`config.mk`:
```
export PLATFORM = sky130hd
export DESIGN_NAME = icr_io_control
export DESIGN_NICKNAME = d
export VERILOG_FILES = /design/src/hdl/icr_periph_bus.v /design/src/hdl/icr_io_cell.v /design/src/hdl/icr_io_control.v
export VERILOG_INCLUDE_DIRS = /design/src /design/src/hdl
export SDC_FILE = /design/constraint.sdc
export NUM_CORES = 1
export LEC_CHECK = 0
export BUFFER_PORTS_ARGS = -buffer_cell sky130_fd_sc_hd__buf_2
export CAP_MARGIN = 20
export CORE_AREA = 4 4 209 211
export DETAILED_ROUTE_END_ITERATION = 8
export DIE_AREA = 0 0 213 215
export PLACE_DENSITY = 0.47
export RECOVER_POWER = 25
export SLEW_MARGIN = 20
export SYNTH_ARGS = -nofsm -noshare
export SYNTH_HDL_FRONTEND = slang
export SYNTH_SLANG_ARGS = --single-unit
```
`constraint.sdc`:
```
create_clock -name clock -period 2.45 [get_ports clock]
set_input_delay 0.49 -clock clock [delete_from_list [all_inputs] [get_ports clock]]
set_output_delay 0.49 -clock clock [all_outputs]
set_load 0.02 [all_outputs]
```
`src/hdl/icr_defines.vh`:
```
// constants for the io cell control and routing block
`ifndef ICR_DEFINES_VH
`define ICR_DEFINES_VH

// array sizes
`define ICR_NUM_CELLS 8
`define ICR_BUS_LINES 12
`define ICR_DED_INPUTS 6
`define ICR_DED_CLOCKS 2
`define ICR_NUM_GLOBALS 4
`define ICR_ROW_CH 144
`define ICR_ROW_REACH 18
`define ICR_COL_CH 24
`define ICR_COL_REACH 16

// peripheral control line positions
`define ICR_LINE_OUT_EN_0 0
`define ICR_LINE_CLK_EN_0 6
`define ICR_LINE_CLOCK_0 6
`define ICR_LINE_OUT_EN_6 7
`define ICR_LINE_CLEAR_0 8
`define ICR_LINE_OUT_EN_7 9
`define ICR_LINE_CLEAR_1 10
`define ICR_LINE_CLOCK_1 11
`define ICR_GLOBAL_LINE_0 6
`define ICR_GLOBAL_LINE_1 7
`define ICR_GLOBAL_LINE_2 9
`define ICR_GLOBAL_LINE_3 11

// line source select codes, below 6 a dedicated input
`define ICR_SRC_LOGIC_ELEMENT 4'h6
`define ICR_SRC_COLUMN_RELAY 4'h7

// cell clock select codes
`define ICR_CLK_PERIPH_0 2'h0
`define ICR_CLK_PERIPH_1 2'h1
`define ICR_CLK_DEDICATED_0 2'h2
`define ICR_CLK_DEDICATED_1 2'h3

// cell clock enable select codes, below 6 a bus clock enable
`define ICR_CE_LOGIC_ELEMENT 3'h6
`define ICR_CE_ALWAYS 3'h7

// cell clear select codes
`define ICR_CLR_NONE 2'h0
`define ICR_CLR_PERIPH_0 2'h1
`define ICR_CLR_PERIPH_1 2'h2

// cell output enable select codes, below 6 a bus output enable
`define ICR_OE_PERIPH_6 4'h6
`define ICR_OE_PERIPH_7 4'h7
`define ICR_OE_LOGIC_ELEMENT 4'h8
`define ICR_OE_ALWAYS 4'h9

// reset values
`define ICR_REG_RESET 1'b0
`define ICR_LINE_RESET 12'h000
`define ICR_GLOBAL_RESET 4'h0
`define ICR_DRIVE_RESET 16'h0000
`define ICR_PAD_RESET 8'h00
`define ICR_PIN_OE_N_RESET 8'hFF

`endif

```
`src/hdl/icr_periph_bus.v`:
```
// peripheral control bus source selection and global net drive
`timescale 1ns/1ns
`default_nettype none
`include "icr_defines.vh"

module icr_periph_bus (
    // clock and reset
    input wire clock,
    input wire reset,
    // sources
    input wire [5:0] dedInput,
    input wire [11:0] lineLeDrive,
    input wire [11:0] lineColRelay,
    input wire [47:0] lineSrcSel,
    input wire [3:0] globalInternal,
    // results
    output reg [11:0] periphLine,
    output reg [3:0] globalNet
);

    reg [11:0] next_periphLine;
    reg [3:0] next_globalNet;
    reg [3:0] sel;
    integer i;

    // per line source mux
    always @* begin
        sel = 4'h0;
        next_periphLine = `ICR_LINE_RESET;
        for (i = 0; i < `ICR_BUS_LINES; i = i + 1) begin
            sel = lineSrcSel[4*i +: 4];
            if (sel < 4'h6) begin
                next_periphLine[i] = dedInput[sel[2:0]];
            end else if (sel == `ICR_SRC_LOGIC_ELEMENT) begin
                next_periphLine[i] = lineLeDrive[i];
            end else if (sel == `ICR_SRC_COLUMN_RELAY) begin
                next_periphLine[i] = lineColRelay[i];
            end else begin
                next_periphLine[i] = 1'b0;
            end
        end
    end

    // globals take a bus line or their own dedicated pin
    always @* begin
        next_globalNet[0] = globalInternal[0] ? next_periphLine[`ICR_GLOBAL_LINE_0] : dedInput[0];
        next_globalNet[1] = globalInternal[1] ? next_periphLine[`ICR_GLOBAL_LINE_1] : dedInput[1];
        next_globalNet[2] = globalInternal[2] ? next_periphLine[`ICR_GLOBAL_LINE_2] : dedInput[2];
        next_globalNet[3] = globalInternal[3] ? next_periphLine[`ICR_GLOBAL_LINE_3] : dedInput[3];
    end

    // registered bus and globals, pin ignored when internal
    always @(posedge clock or posedge reset) begin
        if (reset) begin
            periphLine <= `ICR_LINE_RESET;
            globalNet <= `ICR_GLOBAL_RESET;
        end else begin
            periphLine <= next_periphLine;
            globalNet <= next_globalNet;
        end
    end

endmodule
`default_nettype wire

```
`src/hdl/icr_io_cell.v`:
```
// one io cell: control selection, register and data multiplexers
`timescale 1ns/1ns
`default_nettype none
`include "icr_defines.vh"

module icr_io_cell (
    // clock and reset
    input wire clock,
    input wire reset,
    input wire chipClrN,
    // control sources
    input wire [11:0] periphLine,
    input wire [1:0] dedClock,
    input wire leClkEn,
    input wire leOutEn,
    // configuration
    input wire [1:0] clkSel,
    input wire [2:0] clkEnSel,
    input wire [1:0] clrSel,
    input wire [3:0] oeSel,
    input wire isOutput,
    input wire useReg,
    input wire fromCol,
    input wire [4:0] rowSel,
    input wire [3:0] colSel,
    // data
    input wire [17:0] rowTaps,
    input wire [15:0] colTaps,
    input wire padIn,
    output wire dataOut,
    output wire outEn,
    output reg cellReg
);

    reg clkSrc;
    reg clkPrev;
    reg clkEn;
    reg clr;
    reg oe;
    wire clkEdge;
    wire rowPick;
    wire dIn;

    // one clock source at a time, edge found against last sample
    always @* begin
        case (clkSel)
            `ICR_CLK_PERIPH_0: clkSrc = periphLine[`ICR_LINE_CLOCK_0];
            `ICR_CLK_PERIPH_1: clkSrc = periphLine[`ICR_LINE_CLOCK_1];
            `ICR_CLK_DEDICATED_0: clkSrc = dedClock[0];
            default: clkSrc = dedClock[1];
        endcase
    end
    assign clkEdge = clkSrc & ~clkPrev;

    // clock enable, clear and output enable selection
    always @* begin
        if (clkEnSel < 3'h6) begin
            clkEn = periphLine[`ICR_LINE_CLK_EN_0 + clkEnSel];
        end else if (clkEnSel == `ICR_CE_LOGIC_ELEMENT) begin
            clkEn = leClkEn;
        end else begin
            clkEn = 1'b1;
        end
        case (clrSel)
            `ICR_CLR_PERIPH_0: clr = periphLine[`ICR_LINE_CLEAR_0];
            `ICR_CLR_PERIPH_1: clr = periphLine[`ICR_LINE_CLEAR_1];
            default: clr = 1'b0;
        endcase
        if (oeSel < 4'h6) begin
            oe = periphLine[oeSel];
        end else if (oeSel == `ICR_OE_PERIPH_6) begin
            oe = periphLine[`ICR_LINE_OUT_EN_6];
        end else if (oeSel == `ICR_OE_PERIPH_7) begin
            oe = periphLine[`ICR_LINE_OUT_EN_7];
        end else if (oeSel == `ICR_OE_LOGIC_ELEMENT) begin
            oe = leOutEn;
        end else begin
            oe = (oeSel == `ICR_OE_ALWAYS);
        end
    end

    // output data from a row or a column channel
    assign rowPick = (rowSel < 5'd18) ? rowTaps[rowSel] : 1'b0;
    assign dIn = isOutput ? (fromCol ? colTaps[colSel] : rowPick) : padIn;
    assign dataOut = useReg ? cellReg : dIn;
    assign outEn = isOutput & oe;

    // cell register, chip-wide clear first
    always @(posedge clock or posedge reset) begin
        if (reset) begin
            cellReg <= `ICR_REG_RESET;
            clkPrev <= 1'b0;
        end else begin
            clkPrev <= clkSrc;
            if (!chipClrN) begin
                cellReg <= `ICR_REG_RESET;
            end else if (clr) begin
                cellReg <= `ICR_REG_RESET;
            end else if (clkEdge && clkEn) begin
                cellReg <= dIn;
            end
        end
    end

endmodule
`default_nettype wire

```
`src/hdl/icr_io_control.v`:
```
// top of the io cell control and routing block
`timescale 1ns/1ns
`default_nettype none
`include "icr_defines.vh"

module icr_io_control (
    // clock and reset
    input wire clock,
    input wire reset,
    // chip-wide pins
    input wire chipClrN,
    input wire chipOeN,
    input wire chipOeOption,
    // dedicated pins
    input wire [5:0] dedInput,
    input wire [1:0] dedClock,
    // bus line sources
    input wire [47:0] lineSrcSel,
    input wire [11:0] lineLeDrive,
    input wire [11:0] lineColRelay,
    input wire [3:0] globalInternal,
    // controls from logic elements
    input wire [7:0] leClkEn,
    input wire [7:0] leOutEn,
    // cell configuration
    input wire [7:0] cellIsOutput,
    input wire [7:0] cellUseReg,
    input wire [7:0] cellFromCol,
    input wire [15:0] cellClkSel,
    input wire [23:0] cellClkEnSel,
    input wire [15:0] cellClrSel,
    input wire [31:0] cellOeSel,
    input wire [39:0] cellRowSel,
    input wire [31:0] cellColSel,
    // routing channels
    input wire [143:0] rowChannel,
    input wire [23:0] colChannel,
    output reg [15:0] rowDrive,
    output reg [15:0] colDrive,
    // pins
    input wire [7:0] padIn,
    output reg [7:0] padOut,
    output reg [7:0] padOutEnN,
    // status
    output wire [11:0] periphLine,
    output wire [3:0] globalNet,
    output wire [7:0] cellState
);

    wire [7:0] cellData;
    wire [7:0] cellOutEn;
    wire floatAll;
    reg [15:0] next_rowDrive;
    reg [15:0] next_colDrive;
    integer c;

    // --------------------------------------------------------------
    // peripheral control bus
    // --------------------------------------------------------------

    icr_periph_bus u_bus (
        .clock(clock),
        .reset(reset),
        .dedInput(dedInput),
        .lineLeDrive(lineLeDrive),
        .lineColRelay(lineColRelay),
        .lineSrcSel(lineSrcSel),
        .globalInternal(globalInternal),
        .periphLine(periphLine),
        .globalNet(globalNet)
    );

    // --------------------------------------------------------------
    // io cells
    // --------------------------------------------------------------

    genvar i;
    genvar k;
    generate
        for (i = 0; i < `ICR_NUM_CELLS; i = i + 1) begin : g_cell
            wire [15:0] colTaps;
            // distinct column window per cell, channels i to i+15, never wrapping
            for (k = 0; k < `ICR_COL_REACH; k = k + 1) begin : g_tap
                assign colTaps[k] = colChannel[(i + k) % `ICR_COL_CH];
            end
            icr_io_cell u_cell (
                .clock(clock),
                .reset(reset),
                .chipClrN(chipClrN),
                .periphLine(periphLine),
                .dedClock(dedClock),
                .leClkEn(leClkEn[i]),
                .leOutEn(leOutEn[i]),
                .clkSel(cellClkSel[2*i +: 2]),
                .clkEnSel(cellClkEnSel[3*i +: 3]),
                .clrSel(cellClrSel[2*i +: 2]),
                .oeSel(cellOeSel[4*i +: 4]),
                .isOutput(cellIsOutput[i]),
                .useReg(cellUseReg[i]),
                .fromCol(cellFromCol[i]),
                .rowSel(cellRowSel[5*i +: 5]),
                .colSel(cellColSel[4*i +: 4]),
                .rowTaps(rowChannel[`ICR_ROW_REACH*i +: `ICR_ROW_REACH]),
                .colTaps(colTaps),
                .padIn(padIn[i]),
                .dataOut(cellData[i]),
                .outEn(cellOutEn[i]),
                .cellReg(cellState[i])
            );
        end
    endgenerate

    // --------------------------------------------------------------
    // channel drive and pins
    // --------------------------------------------------------------

    assign floatAll = chipOeOption & ~chipOeN;

    // input cells drive their two row and two column channels
    always @* begin
        next_rowDrive = 16'h0000;
        next_colDrive = 16'h0000;
        for (c = 0; c < `ICR_NUM_CELLS; c = c + 1) begin
            if (!cellIsOutput[c]) begin
                next_rowDrive[2*c] = cellData[c];
                next_rowDrive[2*c+1] = cellData[c];
                next_colDrive[2*c] = cellData[c];
                next_colDrive[2*c+1] = cellData[c];
            end
        end
    end

    // registered outputs, enables low while driving
    always @(posedge clock or posedge reset) begin
        if (reset) begin
            rowDrive <= `ICR_DRIVE_RESET;
            colDrive <= `ICR_DRIVE_RESET;
            padOut <= `ICR_PAD_RESET;
            padOutEnN <= `ICR_PIN_OE_N_RESET;
        end else begin
            rowDrive <= next_rowDrive;
            colDrive <= next_colDrive;
            padOut <= cellData;
            padOutEnN <= ~(cellOutEn & {8{~floatAll}});
        end
    end

endmodule
`default_nettype wire

```
==> results.json, run 1 <==
{
  "routabilityCongestion": 0.873,
  "drive_above_1_share_pct": 55.4,
  "fp.dieArea_sq_um": 45800,
  "drt_wl_total_mm": 39.8,
  "power_leakage_nw": 5.54,
  "syn_area_sq_um": 8000,
  "finalSetupViolations": 0,
  "violations": "max-capacitance violations, max-slew violations",
  "clk_pin_slew_worst_paths_ns": 0.09,
  "clock.fmax_mhz": 440,
  "cts_hold_buf": 0,
  "ys.flop_type": "dfrtp_1",
  "antenna_found_initial": 14,
  "fin_crit_ns": 2.27,
  "cts_sinks": 56,
  "num_rows": 75,
  "die_y_um": 215,
  "cts_tree": "built",
  "tightest_slew_ns": 1.59,
  "pwr_density_cell_nw_per_um2": 344,
  "start_kind": "register",
  "final_hold_viol_count": 0,
  "num-nets-final": 1763,
  "hpwlAfterDp_mm": 33.8,
  "port_buffers": 535,
  "yosys-top-cells-area": "mux4_2 (21%), dfrtp_1 (15%), mux2i_1 (11%), mux2_2 (6.5%), mux4_1 (5.3%)",
  "power_w": 0.00388,
  "pin_count": 537,
  "vdd_ir_drop_max_mv": 0.263,
  "status": "finished with violations",
  "ctsLongestPathBuffers": 2,
  "path_max_fanout": 17,
  "wl_per_cell_um": 22.0,
  "required_ns": 2.69,
  "first_iter_violations": 389,
  "regArea_sq_um": 1410,
  "cts_made_buffers": 5,
  "async_flop_share_pct": 100,
  "insertion_delay_ns": 0.33,
  "synth_top_area_share_pct": 20.8,
  "initial_core_util_pct": 19.2,
  "slew_headroom_pct": -6.33,
  "ys_seq_area_share_pct": 17.6,
  "synth_cells": 768,
  "worstSetupEndpointType": "register",
  "yosysWarningCount": 0,
  "grt_remaining_overflow": 0,
  "syn_area_per_cell_sq_um": 10.4,
  "die_width_um": 213,
  "timing.final.crit_share_pct": 92.8,
  "fillerInstances": 4511,
  "hp-class": "in2reg",
  "area_delta_synth_final_pct": 40.7,
  "placed_area_sq_um": 11100,
  "antenna_left": 0,
  "core_area_sq_um": 41800,
  "fin_hold_ws_ns": 0.295,
  "cap_violations": 1,
  "path_class": "reg2reg",
  "cts_setup_buffers": 0,
  "arrival_ns": 2.51,
  "multi_input_area_sq_um": 5900,
  "synth_edf_count": 0,
  "cts_resized": 0,
  "ys_ff_latch": 56,
  "slew_violations": 29,
  "htreeDepth": 2,
  "drc": 0,
  "first_pass_iters": 5,
  "yosysUniqueCellTypes": 41,
  "grt_pass1_vias": 9043,
  "grt_pass1_wl_mm": 56.2,
  "vias": 8772,
  "synth_nets": 1265,
  "rsz0062_at_grt": "false",
  "grt_start_max_net_pins": 30,
  "layout_setup_ws_ns": 0.176,
  "cts-root-buf": "clkbuf_16",
  "fin_skew_ns": 0.00809,
  "grt_use_total_pct": 16.3,
  "fin_setup_tns_ns": 0,
  "postLayoutCellArea_sq_um": 11300,
  "pre_cts_ws_ns": 0.0766,
  "routed_via_density": 4.84,
  "synth_top_area_cell": "mux4_2"
}
## sequential cells by signal (all words and copies together) (netlist names)
name and cells:
padOutEnN 8, padOut 8, u_bus.globalNet 4, g_cell.u_cell.clkPrev 8, colDrive 8, g_cell.u_cell.cellReg 8
u_bus.periphLine 12
## final timing paths
path                                           from                  endpoint  slack [ns]  depth (start not counted)
min in group asynchronous                     reset  g_cell[0].u_cell.clkPrev        0.52                          2
max in group asynchronous                     reset  g_cell[7].u_cell.clkPrev        0.45                          3
min reg2reg                g_cell[1].u_cell.cellReg                 padOut[1]        0.61                          2
min                                  lineSrcSel[43]      u_bus.periphLine[10]        0.30                          2
max                             u_bus.periphLine[7]  g_cell[1].u_cell.cellReg        0.18                          5
max reg2reg                     u_bus.periphLine[7]  g_cell[1].u_cell.cellReg        0.18                          5
## cells by family after synthesis
kind of cell	count (synthesis)	share of synthesized area (%)
AO/OA/AOI/OAI	162	13.9
adder cells (fa/ha/maj)	32	5.01
buffers and inverters	127	8.59
flip-flops	56	17.6
multiplexers	220	43.1
AND/OR/NAND/NOR	171	11.7
## final cells by class
class	count	share of cell area (%)
Multi-Input combinational cell	585	52.4
Timing Repair Buffer	559	25.5
Sequential cell	56	12.5
Tap cell	539	5.99
Inverter	59	1.98
Clock buffer	7	1.18
Clock inverter	1	0.267
Antenna cell	7	0.156
## through the flow
step / instances / util, %
2_1_floorplan: 768 / -
3_3_place_gp: 1798 / 26.6
3_5_place_dp: 1798 / 26.6
4_1_cts: 1806 / 27.0
5_1_grt: 1813 / 27.0
6_report: 1813 / 27.0
## cell usage after synthesis, drive strengths merged, types with 7 or more instances
library cell,n
mux4,90
mux2i,84
nor2,66
inv,59
buf,57
dfrtp,48
mux2,46
a31oi,32
ha,32
o21ai,25
nor2b,20
nand2b,19
a21oi,15
nand2,14
nor4b,14
o22ai,14
a2111oi,12
clkbuf,11
a211oi,8
a21o,8
a221oi,8
a22oi,8
a311oi,8
a31o,8
and3,8
dfstp,8
nand3b,8
o311ai,8
nand4b,7
o31ai,7
## per-layer routing
layer	GRT usage (%)	part of all wire (%)	vias to the layer above
met4	5.05	2.4	12
met2	28.5	50	385
li1	-	-	4031
met1	19.6	41	4298
met5	0	0.20	-
met3	4.03	6.9	46
## worst max-delay path: stages, from the launching register on
cell and delay (ns):
dfrtp_1 0.71, mux4_2 0.60, a31oi_1 0.17, o21ai_0 0.22
and3_1 0.25, a311oi_1 0.24
## cells in the final DEF, fill, tap and decap left out, drive strengths merged, types with 12 or more instances in the layout
cell and instances:
mux2 46, a21oi 15, nor2 66, nor2b 20, dfrtp 48, o22ai 14
nand2b 19, inv 58, buf 558, nand2 14, o21ai 25, mux2i 84
a2111oi 12, nor4b 14, mux4 90, a31oi 32, ha 32
## where the power goes
part	switching [W]	total (W)	internal, W
Sequential	0.000119	0.00112	0.00100
Clock	0.000429	0.000917	0.000488
Combinational	0.000907	0.00184	0.000928
Total	0.00145	0.00388	0.00242
Power figures use the tool's default switching activity.
==> run 2: changes to the inputs <==
--- a/config.mk
+++ b/config.mk
@@ -8,10 +8,12 @@
 export LEC_CHECK = 0
 export BUFFER_PORTS_ARGS = -buffer_cell sky130_fd_sc_hd__buf_2
 export CAP_MARGIN = 20
-export CORE_AREA = 4 4 209 211
+export CELL_PAD_IN_SITES_DETAIL_PLACEMENT = 1
+export CELL_PAD_IN_SITES_GLOBAL_PLACEMENT = 1
+export CORE_AREA = 5 5 204 206
 export DETAILED_ROUTE_END_ITERATION = 8
-export DIE_AREA = 0 0 213 215
-export PLACE_DENSITY = 0.47
+export DIE_AREA = 0 0 209 211
+export PLACE_DENSITY = 0.63
 export RECOVER_POWER = 25
 export SLEW_MARGIN = 20
 export SYNTH_ARGS = -nofsm -noshare
==> run 2 against run 1 <==
The flow still finishes with violations (max-capacitance violations, max-slew violations). Hold slack improved by 0.026 ns. Non-clock buffer count grew 11. Critical endpoint is now g_cell[2].u_cell.cellReg. Via count is 1.3% higher. Critical path depth rose by 1. Fmax increased by 0.68%. Die area shrank 3.7%. Sequential power about the same. Count of clock-buffer cells in the layout is the same. Final area is 0.60% higher. First-iteration DRC count grew 49%. Flip-flop and latch count did not move. Combinational power is 3% higher.
==> results.json, run 2 (synthesis gave the netlist of run 1 again) <==
{
  "status": "finished with violations",
  "violations": "max-capacitance violations, max-slew violations",
  "vdd_ir_drop_max_mv": 0.239,
  "vias": 8883,
  "clkPwrFrac_pct": 24.3,
  "pin_count": 537,
  "tightest_slew_ns": 1.57,
  "final_hold_viol_count": 0,
  "routabilityCongestion": 0.883,
  "final_common_cell": "buf_2",
  "worstSetupEndpointType": "register",
  "drc": 0,
  "reg2reg_to": "g_cell[2].u_cell.cellReg",
  "num-nets-final": 1774,
  "largest_register": "u_bus.periphLine",
  "path_max_fanout": 12,
  "core_area_sq_um": 39500,
  "hpwlAfterDp_mm": 36.4,
  "postLayoutCellArea_sq_um": 11300,
  "first_iter_violations": 581,
  "multi_input_area_sq_um": 5900,
  "antenna_left": 0,
  "ctsLongestPathBuffers": 2,
  "fin_setup_tns_ns": 0,
  "cts-root-buf": "clkbuf_16",
  "path_depth": 6,
  "hp-start": "lineSrcSel[35]",
  "slowest_delay_ns": 0.54,
  "wl_per_cell_um": 23.2,
  "htreeDepth": 2,
  "grt_remaining_overflow": 0,
  "p_sw_share_pct": 37.1,
  "worstReg2RegStart": "u_bus.periphLine[2]",
  "first_pass_iters": 4,
  "cts_made_buffers": 5,
  "p_comb_share_pct": 47.8,
  "rsz0062_at_grt": "false",
  "arrival_ns": 2.48,
  "internal-power_w": 0.00249,
  "fillerInstances": 4757,
  "clk_pin_slew_worst_paths_ns": 0.09,
  "cp-startpoint": "u_bus.periphLine[2]",
  "path_class": "reg2reg",
  "hp-class": "in2reg",
  "critPathCapture": "g_cell[2].u_cell.cellReg",
  "grt_start_max_net_pins": 31,
  "p_seq_share_pct": 27.8,
  "cap_violations": 1,
  "largest_reg_flops": 12,
  "initial_core_util_pct": 20.3,
  "cp_slowest_cell": "mux4_1",
  "antenna_found_initial": 10,
  "fp.dieArea_sq_um": 44100,
  "cts_resized": 0,
  "finalSetupViolations": 0,
  "power_leakage_nw": 5.60,
  "final_cell_mix": "buf_2 (535), mux2i_1 (84), mux4_2 (74)",
  "num_rows": 73,
  "fin_skew_ns": 0.0158,
  "area_delta_synth_final_pct": 41.6,
  "slew_violations": 31,
  "drt_wl_total_mm": 42.0,
  "clock.fmax_mhz": 443,
  "regArea_sq_um": 1410,
  "slew_headroom_pct": -5.57,
  "start_kind": "register",
  "grt_pass1_vias": 9716,
  "grt_use_total_pct": 18.0,
  "pwr_density_cell_nw_per_um2": 350,
  "routed_via_density": 4.91,
  "fin_crit_ns": 2.26,
  "die_y_um": 211,
  "critPathBufInv": 1,
  "insertion_delay_ns": 0.32,
  "grt_pass1_wl_mm": 61.2,
  "p_switching_w": 0.00147,
  "placed_area_sq_um": 11100,
  "r2r_setup_slack_ns": 0.19,
  "cts_sinks": 56,
  "timing.final.crit_share_pct": 92.2,
  "r2r_cells": 6,
  "drive_above_1_share_pct": 55.9,
  "cpLargestDelayFamily": "compound AO/OA/AOI/OAI gates",
  "cts_setup_buffers": 0,
  "die_width_um": 209,
  "crit_chain": "buf_4, mux4_1, o22ai_1, o21ai_0, and3_1, a311oi_1",
  "port_buffers": 535,
  "required_ns": 2.67,
  "cts_hold_buf": 0,
  "cts_tree": "built"
}
run 2: worst min path at each step:
stage	end	slack, ns	depth (start not counted)
4_1_cts	g_cell[0].u_cell.clkPrev	0.24	2
3_5_place_dp	g_cell[0].u_cell.clkPrev	0.59	2
3_3_place_gp	colDrive[5]	0.57	2
5_1_grt	u_bus.periphLine[5]	0.30	2
2_1_floorplan	colDrive[11]	0.54	2
6_report	u_bus.periphLine[8]	0.32	2
run 2: final cells by class:
class	instances	share of cell area [%]
antenna	5	0.110
multi-input combinational	585	52.1
clock buffer	7	1.35
clock inverter	1	0.265
tap	525	5.80
inverter	59	1.97
timing repair buffer	570	25.9
sequential	56	12.5
run 2: metrics by stage:
step	hold slack, ns	instances	setup slack, ns	power (W)	utilization [%]
6_report	0.321	1808	0.191	0.00396	28.7
5_1_grt	0.302	1807	0.0656	0.00423	28.7
4_1_cts	0.238	1803	0.189	0.00406	28.7
3_5_place_dp	0.594	1795	0.0365	0.00303	28.2
3_3_place_gp	0.574	1795	0.0892	0.00299	28.2
2_1_floorplan	0.537	768	0.412	0.00212	-
run 2: worst reg2reg max path, cell delays in order (launching register included):
cell	delay [ns]
dfrtp_1	0.51
buf_4	0.25
mux4_1	0.54
o22ai_1	0.17
o21ai_0	0.20
and3_1	0.25
a311oi_1	0.25
run 2: metal layers:
metal	vias to the layer above	share of wire, %	track usage, %
met2	390	50	31.9
met3	57	7.4	4.95
met1	4380	40	21.7
li1	4044	-	-
met4	12	2.6	4.84
met5	-	0.19	0
run 2: power by group through the flow:
stage                     clock network, W  registers, W  logic, W
after floorplan                          0       0.00114  0.000972
after global placement                   0       0.00112   0.00187
after detailed placement                 0       0.00112   0.00191
after CTS                          0.00103       0.00111   0.00192
after global routing               0.00105       0.00112   0.00206
final                             0.000965       0.00110   0.00190
==> run 3: changes to the inputs <==
--- a/config.mk
+++ b/config.mk
@@ -11,6 +11,7 @@
 export CELL_PAD_IN_SITES_DETAIL_PLACEMENT = 1
 export CELL_PAD_IN_SITES_GLOBAL_PLACEMENT = 1
 export CORE_AREA = 5 5 204 206
+export CTS_BUF_LIST = sky130_fd_sc_hd__clkbuf_8
 export DETAILED_ROUTE_END_ITERATION = 8
 export DIE_AREA = 0 0 209 211
 export PLACE_DENSITY = 0.63
==> run 3 against run 2 <==
The run still ends with max-capacitance violations, max-slew violations left. Clock skew up 0.0034 ns. Global-route usage about the same. Sequential power about the same. Flip-flop and latch count unchanged. Sequential share of layout area up 0.065 points. Non-clock buffer count unchanged. Highest routed layer unchanged.
==> results.json, run 3 (synthesis gave the netlist of run 1 again) <==
{
  "final_hold_viol_count": 0,
  "start_kind": "register",
  "cts_made_buffers": 5,
  "holdPathEnd": "u_bus.periphLine[8]",
  "drc": 0,
  "initial_core_util_pct": 20.3,
  "drive_above_1_share_pct": 55.9,
  "path_max_fanout": 12,
  "hpwlAfterDp_mm": 36.4,
  "cts-root-buf": "clkbuf_8",
  "fin_skew_ns": 0.0193,
  "cts_resized": 0,
  "wl_per_cell_um": 23.3,
  "first_iter_violations": 533,
  "insertion_delay_ns": 0.35,
  "slowest_delay_ns": 0.54,
  "status": "finished with violations",
  "largest_register": "u_bus.periphLine",
  "fin_setup_tns_ns": 0,
  "crit_chain": "buf_4, mux4_1, o22ai_1, o21ai_0, and3_1, a311oi_1",
  "fillerInstances": 4761,
  "hp-start": "lineSrcSel[35]",
  "final_common_cell": "buf_2",
  "cts_hold_buf": 0,
  "pwr_density_cell_nw_per_um2": 334,
  "timing.final.crit_share_pct": 92.2,
  "required_ns": 2.71,
  "regArea_sq_um": 1410,
  "grt_use_total_pct": 18.0,
  "path_class": "reg2reg",
  "clk_pin_slew_worst_paths_ns": 0.13,
  "final_core_util_pct": 28.6,
  "slew_headroom_pct": -5.00,
  "fin_crit_ns": 2.26,
  "grt_remaining_overflow": 0,
  "grt_pass1_vias": 9713,
  "die_y_um": 211,
  "htreeDepth": 2,
  "pin_count": 537,
  "cts_sinks": 56,
  "multi_input_area_sq_um": 5900,
  "cts_tree": "built",
  "die_width_um": 209,
  "violations": "max-capacitance violations, max-slew violations",
  "clock.fmax_mhz": 443,
  "antenna_found_initial": 10,
  "largest_reg_flops": 12,
  "antenna_left": 0,
  "cp_slowest_cell": "mux4_1",
  "worstReg2RegStart": "u_bus.periphLine[2]",
  "hp-class": "in2reg",
  "routabilityCongestion": 0.883,
  "worstSetupEndpointType": "register",
  "cap_violations": 1,
  "r2r_setup_slack_ns": 0.19,
  "area_delta_synth_final_pct": 40.8,
  "cts_setup_buffers": 0,
  "power_leakage_nw": 5.58,
  "arrival_ns": 2.52,
  "vdd_ir_drop_max_mv": 0.199,
  "routed_via_density": 4.90,
  "reg2reg_to": "g_cell[2].u_cell.cellReg",
  "r2r_cells": 6,
  "final_cell_mix": "buf_2 (535), mux2i_1 (84), mux4_2 (74)",
  "core_area_sq_um": 39500,
  "grt_pass1_wl_mm": 61.2,
  "drt_wl_total_mm": 42.0,
  "hold_depth": 2,
  "ctsLongestPathBuffers": 2,
  "finalSetupViolations": 0,
  "slew_violations": 31,
  "fp.dieArea_sq_um": 44100,
  "tightest_slew_ns": 1.57,
  "vias": 8855,
  "first_pass_iters": 5,
  "grt_start_max_net_pins": 31,
  "num-nets-final": 1774,
  "rsz0062_at_grt": "false",
  "port_buffers": 535,
  "num_rows": 73
}
[run 3: power breakdown]
group	leakage [nW]	switching, W	internal [W]
Combinational	4.81	0.000953	0.000944
Sequential	0.701	0.0000982	0.00101
Clock	0.0645	0.000397	0.000363
Total	5.58	0.00145	0.00231
[run 3: worst max-delay path, delay by kind of cell (launching register included)]
kind,cells,cell delay [ns]
DFF,1,0.52
and+or+nand+nor,1,0.25
muxes,1,0.54
buffers and inverters,1,0.25
AOI/OAI and AO/OA,3,0.62
[run 3: final cells by class]
class / count / share of cell area, %
multi-input combinational: 585 / 52.4
timing repair buffer: 570 / 26.1
sequential: 56 / 12.5
tap: 525 / 5.83
inverter: 59 / 1.98
clock buffer: 7 / 0.855
clock inverter: 1 / 0.267
antenna: 4 / 0.0888
[run 3: worst max path at each step]
stage               cells past startpoint                start  slack, ns                       end
CTS                                     6  u_bus.periphLine[2]       0.19  g_cell[2].u_cell.cellReg
floorplan                               7      cellClkEnSel[1]       0.41  g_cell[0].u_cell.cellReg
finish                                  6  u_bus.periphLine[2]       0.19  g_cell[2].u_cell.cellReg
global route                            6  u_bus.periphLine[2]       0.07  g_cell[2].u_cell.cellReg
detailed placement                      8      cellClkEnSel[7]       0.04  g_cell[2].u_cell.cellReg
global placement                        8      cellClkEnSel[7]       0.09  g_cell[2].u_cell.cellReg
[run 3: per-layer routing]
metal | global-route usage (%) | up-vias | part of all wire, %
met3 | 4.95 | 53 | 7.0
li1 | - | 4044 | -
met1 | 21.7 | 4384 | 40
met5 | 0 | - | 0.18
met2 | 31.9 | 362 | 50
met4 | 4.91 | 12 | 2.6
[run 3: stage by stage]
stage / setup slack (ns) / std cells / total power [W] / hold slack, ns / instance area [sq um]
2_1_floorplan: 0.412 / 768 / 0.00212 / 0.537 / 8000
3_3_place_gp: 0.0892 / 1795 / 0.00299 / 0.574 / 11100
3_5_place_dp: 0.0365 / 1795 / 0.00303 / 0.594 / 11100
4_1_cts: 0.191 / 1803 / 0.00385 / 0.179 / 11300
5_1_grt: 0.0677 / 1807 / 0.00403 / 0.242 / 11300
6_report: 0.192 / 1807 / 0.00376 / 0.283 / 11300
